[config.mk]
export PLATFORM = sky130hd
export DESIGN_NAME = pcbs_regs
export DESIGN_NICKNAME = d
export VERILOG_FILES = /design/src/core/pcbs_pkg.sv /design/src/core/pcbs_lane_merge.sv /design/src/core/pcbs_regs.sv
export SDC_FILE = /design/constraint.sdc
export NUM_CORES = 1
export LEC_CHECK = 0
export ABC_AREA = 0
export BUFFER_PORTS_ARGS = -buffer_cell sky130_fd_sc_hd__buf_2
export CORE_UTILIZATION = 49
export CTS_CLUSTER_SIZE = 14
export DETAILED_ROUTE_END_ITERATION = 10
export MAX_ROUTING_LAYER = met4
export PLACE_DENSITY = 0.81
export REMOVE_ABC_BUFFERS = 1
export SYNTH_ARGS = -nofsm -noshare
export SYNTH_HDL_FRONTEND = slang
export SYNTH_SLANG_ARGS = --single-unit
[constraint.sdc]
create_clock -name mclk -period 1.4 [get_ports mclk]
set_input_delay 0.28 -clock mclk [delete_from_list [all_inputs] [get_ports mclk]]
set_output_delay 0.28 -clock mclk [all_outputs]
set_load 0.02 [all_outputs]
[src/core/pcbs_pkg.sv]
// Package for the configuration window base and subsystem identity registers.
// Assumes a 32-bit configuration data path with four byte enables per side.
package pcbs_pkg;
  // --------------------------------------------------------------------------
  // Register offsets
  // --------------------------------------------------------------------------
  localparam logic [7:0] PCBS_OFF_CSR_MEMORY_WINDOW_BASE = 8'h20;
  localparam logic [7:0] PCBS_OFF_IO_WINDOW_BASE = 8'h24;
  localparam logic [7:0] PCBS_OFF_SUBSYSTEM_IDENT = 8'h2C;
  // --------------------------------------------------------------------------
  // Field positions
  // --------------------------------------------------------------------------
  localparam int PCBS_MEM_BASE_LSB = 24;
  localparam int PCBS_IO_BASE_LSB = 8;
  localparam int PCBS_SUBSYS_DEV_LSB = 16;
  // --------------------------------------------------------------------------
  // Fixed low bits and reset values
  // --------------------------------------------------------------------------
  localparam logic [23:0] PCBS_MEM_LOW_BITS = 24'h000008;
  localparam logic [7:0] PCBS_IO_LOW_BITS = 8'h01;
  localparam logic [7:0] PCBS_MEM_BASE_RESET = 8'h00;
  localparam logic [23:0] PCBS_IO_BASE_RESET = 24'h000000;
  localparam logic [15:0] PCBS_SUBSYS_RESET = 16'h0000;
  localparam logic [31:0] PCBS_RDATA_RESET = 32'h00000000;
  // Side selector type; the shared write-merge helper takes no side input and does not use it.
  typedef enum logic [1:0] {PCBS_SIDE_PCI = 2'b01, PCBS_SIDE_AHB = 2'b10} pcbs_side_t;
endpackage

[src/core/pcbs_lane_merge.sv]
// Byte-lane write merge: applies byte enables and a writable-bit mask.
// Assumes data and enables arrive on the same clock as the register.
`timescale 1ns/1ps
`default_nettype none
module pcbs_lane_merge
(
  input wire logic [31:0] old_value,
  input wire logic [31:0] wr_data,
  input wire logic [3:0] wr_be,
  input wire logic [31:0] writable_mask,
  output logic [31:0] merged
);
  // ---------------------------------------------------------------------------
  // Lane merge
  // ---------------------------------------------------------------------------
  genvar lane;
  generate
    for (lane = 0; lane < 4; lane = lane + 1)
    begin : g_lane
      // Only enabled lanes and writable bits take the new value.
      assign merged[lane*8 +: 8] = wr_be[lane] ?
        ((wr_data[lane*8 +: 8] & writable_mask[lane*8 +: 8]) |
         (old_value[lane*8 +: 8] & ~writable_mask[lane*8 +: 8])) :
        old_value[lane*8 +: 8];
    end
  endgenerate
endmodule // pcbs_lane_merge
`default_nettype wire

[src/core/pcbs_regs.sv]
// Two window base registers and the subsystem identity register, reachable
// from the PCI configuration side and the internal AHB side.
// Assumes both sides present one-cycle synchronous strobes on mclk.
`timescale 1ns/1ps
`default_nettype none
module pcbs_regs
(
  input wire logic mclk,
  input wire logic rst_n,
  input wire logic clk_en,
  input wire logic pci_cfg_wr,
  input wire logic pci_cfg_rd,
  input wire logic [7:0] pci_cfg_addr,
  input wire logic [31:0] pci_cfg_wdata,
  input wire logic [3:0] pci_cfg_be,
  output logic [31:0] pci_cfg_rdata,
  input wire logic ahb_cfg_wr,
  input wire logic ahb_cfg_rd,
  input wire logic [7:0] ahb_cfg_addr,
  input wire logic [31:0] ahb_cfg_wdata,
  input wire logic [3:0] ahb_cfg_be,
  output logic [31:0] ahb_cfg_rdata,
  input wire logic [31:0] pci_mem_addr,
  output logic pci_csr_hit,
  output logic [23:0] pci_csr_offset,
  output logic [31:0] io_window_base_value
);
  // ---------------------------------------------------------------------------
  // Storage
  // ---------------------------------------------------------------------------
  logic [7:0] mem_base_reg;
  logic [7:0] mem_base_next;
  logic [23:0] io_base_reg;
  logic [23:0] io_base_next;
  logic [31:0] subsys_reg;
  logic [31:0] subsys_next;
  logic [31:0] pci_rdata_reg;
  logic [31:0] pci_rdata_next;
  logic [31:0] ahb_rdata_reg;
  logic [31:0] ahb_rdata_next;
  logic [31:0] mem_word;
  logic [31:0] io_word;
  logic [31:0] mem_after_pci;
  logic [31:0] mem_after_ahb;
  logic [31:0] io_after_pci;
  logic [31:0] io_after_ahb;
  logic [31:0] subsys_after_ahb;
  logic [31:0] mem_ahb_old;
  logic [31:0] io_ahb_old;
  logic pci_mem_wr_hit;
  logic ahb_mem_wr_hit;
  logic pci_io_wr_hit;
  logic ahb_io_wr_hit;
  logic ahb_sub_wr_hit;

  // Read value of a register, shared by both sides since both see the same view.
  function automatic logic [31:0] read_word(input logic [7:0] addr,
                                            input logic [31:0] mem_w,
                                            input logic [31:0] io_w,
                                            input logic [31:0] sub_w);
    logic [31:0] value;
    value = 32'h00000000;
    case (addr)
      pcbs_pkg::PCBS_OFF_CSR_MEMORY_WINDOW_BASE: value = mem_w;
      pcbs_pkg::PCBS_OFF_IO_WINDOW_BASE: value = io_w;
      pcbs_pkg::PCBS_OFF_SUBSYSTEM_IDENT: value = sub_w;
      default: value = 32'h00000000;
    endcase
    return value;
  endfunction

  // Assembled words; the fixed low bits are constants so no write can reach them.
  assign mem_word = {mem_base_reg, pcbs_pkg::PCBS_MEM_LOW_BITS};
  assign io_word = {io_base_reg, pcbs_pkg::PCBS_IO_LOW_BITS};
  assign io_window_base_value = io_word;

  // ---------------------------------------------------------------------------
  // Write merges, PCI first and AHB on top
  // ---------------------------------------------------------------------------
  // AHB is applied after PCI, so a same-cycle collision on one lane lets AHB win.
  // Write hits per side and register; a merge result is only used on a hit.
  assign pci_mem_wr_hit = pci_cfg_wr &&
    (pci_cfg_addr == pcbs_pkg::PCBS_OFF_CSR_MEMORY_WINDOW_BASE);
  assign ahb_mem_wr_hit = ahb_cfg_wr &&
    (ahb_cfg_addr == pcbs_pkg::PCBS_OFF_CSR_MEMORY_WINDOW_BASE);
  assign pci_io_wr_hit = pci_cfg_wr && (pci_cfg_addr == pcbs_pkg::PCBS_OFF_IO_WINDOW_BASE);
  assign ahb_io_wr_hit = ahb_cfg_wr && (ahb_cfg_addr == pcbs_pkg::PCBS_OFF_IO_WINDOW_BASE);
  assign ahb_sub_wr_hit = ahb_cfg_wr && (ahb_cfg_addr == pcbs_pkg::PCBS_OFF_SUBSYSTEM_IDENT);
  // The AHB merge starts from the PCI result only when PCI really writes that word;
  // otherwise idle PCI data and enables would leak into an AHB-only write.
  assign mem_ahb_old = pci_mem_wr_hit ? mem_after_pci : mem_word;
  assign io_ahb_old = pci_io_wr_hit ? io_after_pci : io_word;
  pcbs_lane_merge u_mem_pci
  (
    .old_value(mem_word),
    .wr_data(pci_cfg_wdata),
    .wr_be(pci_cfg_be),
    .writable_mask(32'hFF000000),
    .merged(mem_after_pci)
  );
  pcbs_lane_merge u_mem_ahb
  (
    .old_value(mem_ahb_old),
    .wr_data(ahb_cfg_wdata),
    .wr_be(ahb_cfg_be),
    .writable_mask(32'hFF000000),
    .merged(mem_after_ahb)
  );
  pcbs_lane_merge u_io_pci
  (
    .old_value(io_word),
    .wr_data(pci_cfg_wdata),
    .wr_be(pci_cfg_be),
    .writable_mask(32'hFFFFFF00),
    .merged(io_after_pci)
  );
  pcbs_lane_merge u_io_ahb
  (
    .old_value(io_ahb_old),
    .wr_data(ahb_cfg_wdata),
    .wr_be(ahb_cfg_be),
    .writable_mask(32'hFFFFFF00),
    .merged(io_after_ahb)
  );
  pcbs_lane_merge u_sub_ahb
  (
    .old_value(subsys_reg),
    .wr_data(ahb_cfg_wdata),
    .wr_be(ahb_cfg_be),
    .writable_mask(32'hFFFFFFFF),
    .merged(subsys_after_ahb)
  );

  // ---------------------------------------------------------------------------
  // Next-state logic
  // ---------------------------------------------------------------------------
  // Merge outputs are chosen only for the side whose address matches.
  always_comb
  begin
    logic [31:0] mem_tmp;
    logic [31:0] io_tmp;
    mem_tmp = mem_word;
    io_tmp = io_word;
    if (pci_mem_wr_hit)
    begin
      mem_tmp = mem_after_pci;
    end
    if (ahb_mem_wr_hit)
    begin
      mem_tmp = mem_after_ahb;
    end
    if (pci_io_wr_hit)
    begin
      io_tmp = io_after_pci;
    end
    if (ahb_io_wr_hit)
    begin
      io_tmp = io_after_ahb;
    end
    // Only the writable fields are kept; the fixed low bits are rebuilt as constants.
    mem_base_next = mem_tmp[31:pcbs_pkg::PCBS_MEM_BASE_LSB];
    io_base_next = io_tmp[31:pcbs_pkg::PCBS_IO_BASE_LSB];
    // PCI configuration writes never reach the identity register.
    subsys_next = subsys_reg;
    if (ahb_sub_wr_hit)
    begin
      subsys_next = subsys_after_ahb;
    end
    pci_rdata_next = pci_rdata_reg;
    if (pci_cfg_rd)
    begin
      pci_rdata_next = read_word(pci_cfg_addr, mem_word, io_word, subsys_reg);
    end
    ahb_rdata_next = ahb_rdata_reg;
    if (ahb_cfg_rd)
    begin
      ahb_rdata_next = read_word(ahb_cfg_addr, mem_word, io_word, subsys_reg);
    end
  end

  // ---------------------------------------------------------------------------
  // Registers
  // ---------------------------------------------------------------------------
  // All state holds while the clock enable is low.
  always_ff @(posedge mclk or negedge rst_n)
  begin
    if (!rst_n)
    begin
      mem_base_reg <= pcbs_pkg::PCBS_MEM_BASE_RESET;
      io_base_reg <= pcbs_pkg::PCBS_IO_BASE_RESET;
      subsys_reg <= {pcbs_pkg::PCBS_SUBSYS_RESET, pcbs_pkg::PCBS_SUBSYS_RESET};
      pci_rdata_reg <= pcbs_pkg::PCBS_RDATA_RESET;
      ahb_rdata_reg <= pcbs_pkg::PCBS_RDATA_RESET;
    end
    else if (clk_en)
    begin
      mem_base_reg <= mem_base_next;
      io_base_reg <= io_base_next;
      subsys_reg <= subsys_next;
      pci_rdata_reg <= pci_rdata_next;
      ahb_rdata_reg <= ahb_rdata_next;
    end
  end

  assign pci_cfg_rdata = pci_rdata_reg;
  assign ahb_cfg_rdata = ahb_rdata_reg;

  // ---------------------------------------------------------------------------
  // Memory window decode
  // ---------------------------------------------------------------------------
  // Combinational so the target logic can claim the access in its own cycle.
  assign pci_csr_hit = (pci_mem_addr[31:pcbs_pkg::PCBS_MEM_BASE_LSB] == mem_base_reg);
  assign pci_csr_offset = pci_mem_addr[pcbs_pkg::PCBS_MEM_BASE_LSB-1:0];
endmodule // pcbs_regs
`default_nettype wire

Word-level counts from Yosys, hierarchy flattened
Index checks and enable logic that the tools add are counted.
Widths: inputs -> output; s select.
- $add $sub $neg: 0
- multipliers: 0
- divide/modulo/power cells: 0
- $lt $le $gt $ge: 0
- equal/unequal tests: 7
- shift-type cells: 0
- muxes and demuxes: 14
- bitwise gates (word level): 0
- reductions and logical operators: 11
- operators by type and width (cell ; number):
    $pmux 32 s3 ; 2
    $mux 32 ; 4
    $mux 8 ; 8
    $eq 8x6->1 const B ; 6
    $reduce_and 3->1 ; 4
    $eq 8x8->1 ; 1
    $logic_and 1x1->1 ; 5
    $reduce_and 2->1 ; 2
- bits in registers: 128
- bits in latches: 0
- RAM bits: 0
- ROM bits: 0
- input bits: 127
- output and inout port bits: 121
- word-level logic and storage cells: 40
- memories kept: 0

Logic depth before layout (Yosys ltp)
Gate-level depths: netlist (run 1).
- depth in word-level cells: 5
- mapped depth: 7
- gate-level depth less buffers: 4

Hierarchy
From an unflattened synthesis (run 1), not the netlist that was laid out.
- cell total of the unflattened synthesis: 935
- area, all modules: 9880.7 um2
- by module, submodules not included (module ; times used ; cells an instance ; area an instance (um2) ; seq. area each (um2)):
    pcbs_regs ; 1 ; 595 ; 6671.4 ; 3203.1
    pcbs_lane_merge ; 5 ; 68 ; 641.9 ; 0.0

Least setup slack after synthesis (run 1)
Ideal clock, no wire load.
- path kind: input to register
- from: input port ahb_cfg_addr[7]
- to: register io_base_reg[16]
- library setup time: 126 ps
- data arrival time: 1964 ps
- data required time: 1274 ps
- setup slack: -690 ps
- cell stages on the path: 6
- buffers on the path: 2
- path through: or4b_4 buf_6 or2_1 buf_6 o31a_4 a221o_1
- longest elaborated chain between the ends: 3
- ends and longest elaborated chain (element ; RTL line ; text):
    from (decl) ; pcbs_regs.sv:19 ; input wire logic [7:0] ahb_cfg_addr,
    $eq 8x6->1 ; pcbs_regs.sv:87 ; assign ahb_io_wr_hit = ahb_cfg_wr && (ahb_cfg_addr == pcbs_pkg::PCBS_OFF_IO_WINDOW_BASE);
    $logic_and 1x1->1 ; pcbs_regs.sv:87 ;
    $mux 32 ; pcbs_regs.sv:156 ; if (ahb_io_wr_hit)
    to (signal assigned) ; pcbs_regs.sv:190 ; io_base_reg <= pcbs_pkg::PCBS_IO_BASE_RESET;
    to (signal assigned) ; pcbs_regs.sv:198 ; io_base_reg <= io_base_next;
    to (decl) ; pcbs_regs.sv:33 ; logic [23:0] io_base_reg;
No other way between the ends.
A chain may end at the register's enable or synchronous reset.

Worst setup path after layout (run 1)
- from: register mem_base_reg[7]
- to: output port pci_csr_hit
- longest elaborated chain between the ends: 1
- ends and longest elaborated chain (element ; RTL line ; text):
    from (decl) ; pcbs_regs.sv:31 ; logic [7:0] mem_base_reg;
    from (signal assigned) ; pcbs_regs.sv:189 ; mem_base_reg <= pcbs_pkg::PCBS_MEM_BASE_RESET;
    from (signal assigned) ; pcbs_regs.sv:197 ; mem_base_reg <= mem_base_next;
    $eq 8x8->1 ; pcbs_regs.sv:212 ; assign pci_csr_hit = (pci_mem_addr[31:pcbs_pkg::PCBS_MEM_BASE_LSB] == mem_base_reg);
    to (decl) ; pcbs_regs.sv:24 ; output logic pci_csr_hit,
No other way between the ends.

==> reports/results.ini, run 1 <==
[status]
outcome = finished, violations left
violations = setup timing

[clocking]
clkTransAtPathRegs_ns = 0.05
numCtsBuffers = 17
cts_tree = built
cts_max_level = 4
cts.sinks = 128
clock_latency_ns = 0.42
cts_root_buf = clkbuf_16
clock_path_buffers = 2

[synthesis]
synth_edf_count = 0
synth.avg_cell_area_sq_um = 11.7
yosys_most_used_dff = dfrtp_1
netlist_area_sq_mm = 0.00631
ys_seq_elements = 128
yosys.cell_types.count = 47
async_flop_share_pct = 100
synth-seq-area-share_pct = 50.7
netlist_instances = 539
yosysWarnings = 0

[timing]
skew_ns = 0.00913
fin_setup_tns_ns = -17.08
whs_ns = 0.0984
period_minus_slack_ns = 1.75
hold_viol = 0
fmax_mhz = 571
setup_viol = 125
worst_slack_ns = -0.350
rsz0062_at_grt = yes
period_share_pct = 125
drv_slew = 0

[floorplan]
initial_utilization_pct = 50.2
die_area_sq_mm = 0.0133
die_h_um = 116
die_x_um = 116
pin_count = 248
core_area_sq_mm = 0.0126
rows = 41

[placement]
dp_hpwl_um = 14300
port_buffers = 182
gp_congestion = 0.868

[global_route]
grt_use_total_pct = 34.4
grt_start_max_net_pins = 63
grt_first_pass_wirelength_um = 32300
antenna_found_initial = 1
grt_pass1_vias = 5834
gr-total-overflow = 0

[worst_setup_path]
critical_path_class = flip-flop to output pin
critPathCaptureType = output pin
worst-path-max-fanout = 4
arrival_ns = 1.47
cp-start-kind = flip-flop
cp.required_ns = 1.12

[hold_path]
holdCritPathClass = input port to flip-flop

[layout]
final_cell_mix = buf_2 (177), dfrtp_1 (128), a22o_1 (54)
nets = 891
syn_to_final_growth_pct = 42.8
fill_cells = 828
drive_gt1_share_pct = 51.9
final_common_cell = buf_2

[drt]
drtIter0Drc = 671
detail_route.vias_per_cell = 6.13
wire_per_inst_um = 23.2
drtAntennaViolNets = 0
num_vias = 5807
dr.pass1.iters = 6
wl_um = 22000
drc = 0

[pwr]
power_density_mw_per_mm2 = 976
ir_drop_uv = 820
leakage_nw = 4.65

[flow_run]
max_cap_viol_count = 0

[power breakdown]
part | total, W | internal [W] | switching (W)
registers | 0.00381 | 0.00376 | 0.0000573
clock network | 0.00413 | 0.00259 | 0.00154
logic | 0.000850 | 0.000362 | 0.000488
[metal layers]
metal,vias to the layer above,global-route usage (%),part of all wire [%]
li1,2455,-,-
met1,2854,41.4,39
met2,405,51.6,48
met3,93,11.1,9.3
met4,0,17.8,4.2
met5,-,-,0
[through the flow]
stage	util, %	cell area, sq um	setup WS, ns	total power (W)	instances
final	71.7	9010	-0.350	0.00879	948
after floorplan	-	5950	-0.967	0.00413	480
after global routing	71.7	9010	-0.450	0.00904	948
after global placement	61.4	7710	-0.748	0.00459	901
after CTS	71.0	8920	-0.352	0.00876	947
after detailed placement	61.4	7710	-0.777	0.00461	901
[worst paths after layout]
kind                       cells after the start                            end                         start  slack (ns)
min in group asynchronous                      3     subsys_reg[23]$_DFFE_PN0P_                         rst_n        0.38
max in group asynchronous                      3  ahb_cfg_rdata[30]$_DFFE_PN0P_                         rst_n        0.69
min reg2reg                                    2   pci_cfg_rdata[2]$_DFFE_PN0P_  pci_cfg_rdata[2]$_DFFE_PN0P_        0.48
max reg2reg                                    4  pci_cfg_rdata[28]$_DFFE_PN0P_   mem_base_reg[4]$_DFFE_PN0P_        0.23
min                                            2      subsys_reg[7]$_DFFE_PN0P_              ahb_cfg_wdata[7]         0.1
max                                            4                    pci_csr_hit   mem_base_reg[7]$_DFFE_PN0P_       -0.35
[synthesized netlist by cell type, drive strengths merged (10+ instances only)]
master,instances,area (sq um)
nor3b,17,133
o221a,16,180
clkbuf,22,82.6
mux2,32,360
nand2,52,195
nand4,10,81.3
mux2i,32,320
or3,16,100
a221o,16,160
o21ai,40,200
dfrtp,128,3200
a22o,54,473
buf,43,308
[cells by family after synthesis]
group	Yosys count	share of synthesized area, %
AND/OR/NAND/NOR	136	13.7
other	2	0.119
buffers and inverters	66	6.24
flip-flops	128	50.7
AO/OA/AOI/OAI	135	17.3
multiplexers	64	10.8
XOR/XNOR	8	1.11
[layout make-up]
| cell class | count | area (sq um) | share of cell area [%] |
|---|---|---|---|
| flip-flops and latches | 128 | 3200 | 35.5 |
| multi-input cells | 351 | 3170 | 35.2 |
| repair buffers | 265 | 1870 | 20.7 |
| clock buffers | 24 | 492 | 5.46 |
| well taps | 172 | 215 | 2.39 |
| clock inverters | 6 | 57.6 | 0.639 |
| inverters | 1 | 3.75 | 0.0416 |
| diodes | 1 | 2.50 | 0.0278 |
[critical path, stage by stage, from the launching register on]
cell and delay (ns):
dfrtp_1 0.43, xnor2_2 0.15, nand4_1 0.18, nor2_1 0.15, buf_4 0.15
[what timing repair did]
action / CTS / global route
resized for setup: 105 / 29
hold endpoints to repair: 128 / 0
pin swaps: 55 / 25
cloned: 7 / 0
setup endpoints to repair: 127 / 127
setup buffers: 11 / 2
hold buffers: 1 / 0
No activity file was read; power rests on OpenSTA's default activity.
==> inputs of run 2 (changes only) <==
--- a/config.mk
+++ b/config.mk
@@ -7,12 +7,13 @@
 export LEC_CHECK = 0
 export ABC_AREA = 0
 export BUFFER_PORTS_ARGS = -buffer_cell sky130_fd_sc_hd__buf_2
-export CORE_UTILIZATION = 49
+export CORE_UTILIZATION = 35
 export CTS_CLUSTER_SIZE = 14
 export DETAILED_ROUTE_END_ITERATION = 10
 export MAX_ROUTING_LAYER = met4
-export PLACE_DENSITY = 0.81
+export PLACE_DENSITY = 0.62
 export REMOVE_ABC_BUFFERS = 1
+export SKIP_LAST_GASP = 1
 export SYNTH_ARGS = -nofsm -noshare
 export SYNTH_HDL_FRONTEND = slang
 export SYNTH_SLANG_ARGS = --single-unit
==> run 2 against run 1 <==
  * Clock power increased by 7.3%
  * Routed wire length decreased by 0.38%
  * Global-route usage decreased by 9.6 points
  * First-iteration DRC count decreased by 61%
  * Core utilization decreased by 19 points
  * Hold slack improved by 0.0098 ns
  * The run still ends with setup timing left
  * Flip-flop and latch count unchanged
  * Combinational power about the same
  * Total power increased by 3.3%
  * Fmax increased by 2.1%
==> reports/results.ini, run 2 (synthesized netlist as in run 1, its figures left out) <==
[drt]
detail_route.vias_per_cell = 5.48  ; -11%
drtIter0Drc = 260  ; -61%
wire_per_inst_um = 21.6  ; -7.0%
drc = 0  ; unchanged
dr.pass1.iters = 6  ; unchanged
drtAntennaViolNets = 0  ; unchanged
num_vias = 5567  ; -4.1%
wl_um = 21900  ; -0.38%

[global_route]
grt_first_pass_wirelength_um = 32600  ; +0.96%
grt_use_total_pct = 24.8  ; -9.6 points
antenna_found_initial = 3  ; +2
gr-total-overflow = 0  ; unchanged
grt_start_max_net_pins = 42  ; -33%
grt_pass1_vias = 5747  ; -1.5%

[timing]
period_share_pct = 122  ; -2.6 points
skew_ns = 0.00593  ; -0.00320 ns
period_minus_slack_ns = 1.71  ; -0.0367 ns
hold_viol = 0  ; unchanged
worst_slack_ns = -0.313  ; +0.0367 ns
setup_viol = 123  ; -1.6%
fmax_mhz = 584  ; +2.1%
rsz0062_at_grt = yes
whs_ns = 0.108  ; +0.00979 ns
drv_slew = 0  ; unchanged

[layout]
syn_to_final_growth_pct = 46.0
fin_area_sq_mm = 0.00922  ; +2.2%
final_cell_mix = buf_2 (176), dfrtp_1 (127), buf_4 (59)
final_common_cell = buf_2
drive_gt1_share_pct = 53.9  ; +2.1 points
nets = 903  ; +1.3%

[clocking]
cts_root_buf = clkbuf_16
clkTransAtPathRegs_ns = 0.06  ; about the same
clock_path_buffers = 2  ; unchanged
cts_tree = built
cts_max_level = 4  ; unchanged
numCtsBuffers = 17  ; unchanged
clock_latency_ns = 0.41  ; about the same
cts.sinks = 128  ; unchanged

[hold_path]
min_path_cells = 2  ; unchanged
holdCritPathClass = input port to flip-flop

[floorplan]
die_x_um = 136  ; +18%
initial_utilization_pct = 36.1  ; -14 points
pin_count = 248  ; unchanged
die_h_um = 136  ; +18%
rows = 48  ; +17%
die_area_sq_mm = 0.0186  ; +39%
core_area_sq_mm = 0.0175  ; +39%

[status]
outcome = finished, violations left
violations = setup timing

[placement]
port_buffers = 182  ; unchanged
placed_area_sq_mm = 0.00785  ; +1.8%
gp_congestion = 0.831  ; -4.3%
dp_hpwl_um = 15400  ; +7.6%

[worst_setup_path]
cp-start-kind = flip-flop
rr_worst_depth = 4  ; unchanged
max_stage_delay_ns = 0.40  ; -0.03 ns
cpMaxStageDelayCell = dfrtp_1
critical_path_class = flip-flop to output pin
path_cells = xnor2_1 -> nand4_1 -> nor2_1 -> buf_4
cp.required_ns = 1.12  ; about the same
arrival_ns = 1.43  ; -0.04 ns
critPathCaptureType = output pin
worst-path-max-fanout = 2  ; -2

[pwr]
total_power_w = 0.00909  ; +3.3%
ir_drop_uv = 778  ; -5.1%
power_density_mw_per_mm2 = 986  ; +1.1%
leakage_nw = 4.74  ; +2.1%

[flow_run]
max_cap_viol_count = 0  ; unchanged

==> run 2: changes by cell type in the layout (fill, tap and decap cells not counted), sizes merged <==
cell	before	now
buf	263	276
clkbuf	24	26
diode	1	3
bufbuf	1	0
bufinv	1	2
clkinv	4	3
clkinvlp	1	0
==> run 2: timing repair <==
action                     4_1_cts  5_1_grt
setup endpoints to repair      128      127
cloned                           4        1
pin swaps                       33       47
hold endpoints to repair        21        0
buffers inserted                12        5
gates resized for setup        102       49
hold buffers                     1        0
==> run 2: metrics by stage <==
step / std cells / utilization, % / TNS (ns) / setup slack (ns)
floorplan: 480 / - / -72.37 / -0.967
detailed placement: 962 / 44.9 / -83.63 / -0.787
CTS: 1009 / 51.6 / -12.67 / -0.333
finish: 1016 / 52.7 / -15.66 / -0.313
global route: 1016 / 52.7 / -18.44 / -0.379
global placement: 962 / 44.9 / -81.94 / -0.777
==> run 2: cell type report <==
class                           instances  area, sq um
Antenna cell                            3         7.51
Clock buffer                           26          519
Clock inverter                          5         75.1
Fill cell                            1559         8260
Inverter                                1         3.75
Multi-Input combinational cell        351         3200
Sequential cell                       128         3200
Tap cell                              225          282
Timing Repair Buffer                  277         1920
==> run 2: worst paths after layout <==
kind	to	slack (ns)	startpoint
setup / recovery	pci_csr_hit	-0.31	mem_base_reg[4]$_DFFE_PN0P_
hold / removal	subsys_reg[6]$_DFFE_PN0P_	0.11	ahb_cfg_wdata[6]
setup reg to reg	ahb_cfg_rdata[24]$_DFFE_PN0P_	0.20	mem_base_reg[0]$_DFFE_PN0P_
hold reg to reg	ahb_cfg_rdata[3]$_DFFE_PN0P_	0.47	ahb_cfg_rdata[3]$_DFFE_PN0P_
max in group asynchronous	mem_base_reg[3]$_DFFE_PN0P_	0.55	rst_n
min in group asynchronous	subsys_reg[28]$_DFFE_PN0P_	0.31	rst_n
==> run 2: report_power, final <==
part           total, W  switching, W  leakage, nW  internal [W]
Sequential      0.00381     0.0000550         1.78       0.00376
Combinational  0.000851      0.000481         2.67      0.000370
Clock           0.00443       0.00154        0.296       0.00289
Total           0.00909       0.00207         4.74       0.00701
==> run 2: metal layers <==
metal,GRT usage [%],wire (um),vias up
met1,30.7,9230,2815
met4,8.02,404,0
li1,-,-,2489
met5,-,0,-
met2,38.2,10700,234
met3,7.87,1560,29
==> run 2: critical path, delay by kind of cell, from the launching register on <==
kind / cells / cell delay, ns
flip-flops: 1 / 0.40
AND/OR/NAND/NOR: 2 / 0.31
XOR/XNOR: 1 / 0.16
buffers and inverters: 1 / 0.15
==> inputs of run 3 (changes only) <==
--- a/config.mk
+++ b/config.mk
@@ -17,3 +17,4 @@
 export SYNTH_ARGS = -nofsm -noshare
 export SYNTH_HDL_FRONTEND = slang
 export SYNTH_SLANG_ARGS = --single-unit
+export TNS_END_PERCENT = 1
==> run 3 against run 2 <==
  * Sequential power about the same
  * Clock power hardly changed
  * Largest cell class unchanged
  * The flow still finishes with violations (setup timing)
  * Critical endpoint is now io_base_reg[17]$_DFFE_PN0P_
  * Critical path depth up 1
==> reports/results.ini, run 3 (synthesized netlist as in run 1, its figures left out) <==
[hold_path]
holdCritPathClass = input port to flip-flop

[timing]
period_minus_slack_ns = 1.75  ; +0.0378 ns
drv_slew = 0  ; unchanged
skew_ns = 0.00609  ; +0.000158 ns
rsz0062_at_grt = yes
hold_viol = 0  ; unchanged
period_share_pct = 125  ; +2.7 points
setup_viol = 128  ; +4.1%
worst_slack_ns = -0.351  ; -0.0378 ns
fin_setup_tns_ns = -30.54  ; -14.88 ns
fmax_mhz = 571  ; -2.2%

[placement]
placed_area_sq_mm = 0.00785  ; unchanged
pre_cts_ws_ns = -0.787  ; unchanged
dp_hpwl_um = 15400  ; unchanged
dp_cells = 962  ; unchanged
gp_congestion = 0.831  ; unchanged
port_buffers = 182  ; unchanged

[worst_setup_path]
cp_top_family = simple AND/OR/NAND/NOR gates
cp.required_ns = 1.69  ; +0.57 ns
path_cells = buf_2 -> or4b_4 -> or2_1 -> o31a_4 -> a221o_1
cp-start-kind = input port
critPathCaptureType = flip-flop
cpMaxStageDelayCell = or4b_4
critical_path_class = input port to flip-flop
max_stage_delay_ns = 0.58  ; +0.18 ns
cp_num_buf_inv = 1  ; unchanged
worst-path-max-fanout = 8  ; +6
arrival_ns = 2.04  ; +0.61 ns

[clocking]
cts_root_buf = clkbuf_16
cts_max_level = 4  ; unchanged
cts_tree = built
cts.sinks = 128  ; unchanged
clock_path_buffers = 2  ; unchanged
clock_latency_ns = 0.41  ; about the same
numCtsBuffers = 17  ; unchanged
clkTransAtPathRegs_ns = 0.05  ; about the same

[global_route]
grt_use_total_pct = 23.4  ; -1.4 points
grt_first_pass_wirelength_um = 31000  ; -5.0%
gr-total-overflow = 0  ; unchanged
grt_pass1_vias = 5588  ; -2.8%
grt_start_max_net_pins = 42  ; unchanged
antenna_found_initial = 4  ; +1

[layout]
final_common_cell = buf_2
fin_cells = 1005  ; -1.1%
syn_to_final_growth_pct = 35.5
final_cell_mix = buf_2 (180), dfrtp_1 (128), buf_4 (71)
nets = 891  ; -1.3%
drive_gt1_share_pct = 46.9  ; -7.0 points
fin_area_sq_mm = 0.00856  ; -7.2%

[drt]
drc = 0  ; unchanged
wl_um = 20700  ; -5.6%
num_vias = 5475  ; -1.7%
detail_route.vias_per_cell = 5.45  ; -0.58%
drtAntennaViolNets = 0  ; unchanged
wire_per_inst_um = 20.6  ; -4.6%
dr.pass1.iters = 5  ; -1
drtIter0Drc = 279  ; +7.3%

[floorplan]
die_h_um = 136  ; unchanged
die_area_sq_mm = 0.0186  ; unchanged
core_area_sq_mm = 0.0175  ; unchanged
rows = 48  ; unchanged
initial_utilization_pct = 36.1  ; unchanged
pin_count = 248  ; unchanged
die_x_um = 136  ; unchanged

[status]
violations = setup timing
outcome = finished, violations left

[pwr]
leakage_nw = 4.48  ; -5.5%
power_density_mw_per_mm2 = 1050  ; +6.7%
ir_drop_uv = 791  ; +1.7%
total_power_w = 0.00900  ; -0.92%

[flow_run]
max_cap_viol_count = 0  ; unchanged

==> run 3: changes by cell type in the layout (fill, tap and decap cells not counted), sizes merged <==
cell    change
buf        -13
clkbuf      +1
diode       +1
==> run 3: repair_timing <==
item | 4_1_cts | 5_1_grt
hold buffers | 1 | 0
resized for setup | 1 | 1
gates cloned | 0 | 1
setup endpoints to repair | 128 | 129
setup buffers | 4 | 2
hold endpoints to repair | 21 | 0
pin swaps | 6 | 3
==> run 3: area by class of cell <==
type	count	area [sq um]
clock inverter	5	75.1
timing repair buffer	265	1700
sequential	128	3200
inverter	1	3.75
fill	1636	8920
antenna	4	10.0
multi-input combinational	351	2760
clock buffer	26	519
tap	225	282
==> run 3: final timing paths <==
| check | startpoint | endpoint | slack [ns] | depth (start not counted) |
|---|---|---|---|---|
| worst max-delay path | ahb_cfg_addr[7] | io_base_reg[17]$_DFFE_PN0P_ | -0.35 | 5 |
| worst min-delay path | ahb_cfg_wdata[6] | subsys_reg[6]$_DFFE_PN0P_ | 0.11 | 2 |
| worst max register to register | mem_base_reg[0]$_DFFE_PN0P_ | ahb_cfg_rdata[24]$_DFFE_PN0P_ | 0.26 | 4 |
| worst min register to register | ahb_cfg_rdata[3]$_DFFE_PN0P_ | ahb_cfg_rdata[3]$_DFFE_PN0P_ | 0.47 | 2 |
| max in group asynchronous | rst_n | pci_cfg_rdata[31]$_DFFE_PN0P_ | 0.56 | 3 |
| min in group asynchronous | rst_n | pci_cfg_rdata[24]$_DFFE_PN0P_ | 0.31 | 2 |
==> run 3: worst register-to-register path, cell delays in order, from the launching register on <==
cell and delay, ns:
dfrtp_1 0.42, buf_4 0.16, mux2i_1 0.13, o21ai_0 0.10, a22o_1 0.22
==> run 3: metal layers <==
metal	vias to the layer above	wire length, um	GRT usage (%)	part of all wire, %
li1	2458	-	-	-
met1	2725	8820	29.4	43
met2	258	9680	35.5	47
met3	34	1740	7.61	8.4
met4	0	444	7.41	2.1
met5	-	0	-	0
==> run 3: per-stage QoR <==
step / util [%] / hold WS [ns]
floorplan: - / -0.0156
global placement: 44.9 / 0.170
detailed placement: 44.9 / 0.174
CTS: 48.6 / 0.0902
global route: 49.0 / 0.0884
finish: 49.0 / 0.110
==> run 3: report_power, final <==
part	total (W)	switching [W]	internal [W]
clock network	0.00442	0.00153	0.00289
registers	0.00381	0.0000534	0.00376
logic	0.000771	0.000441	0.000330
total	0.00900	0.00203	0.00697
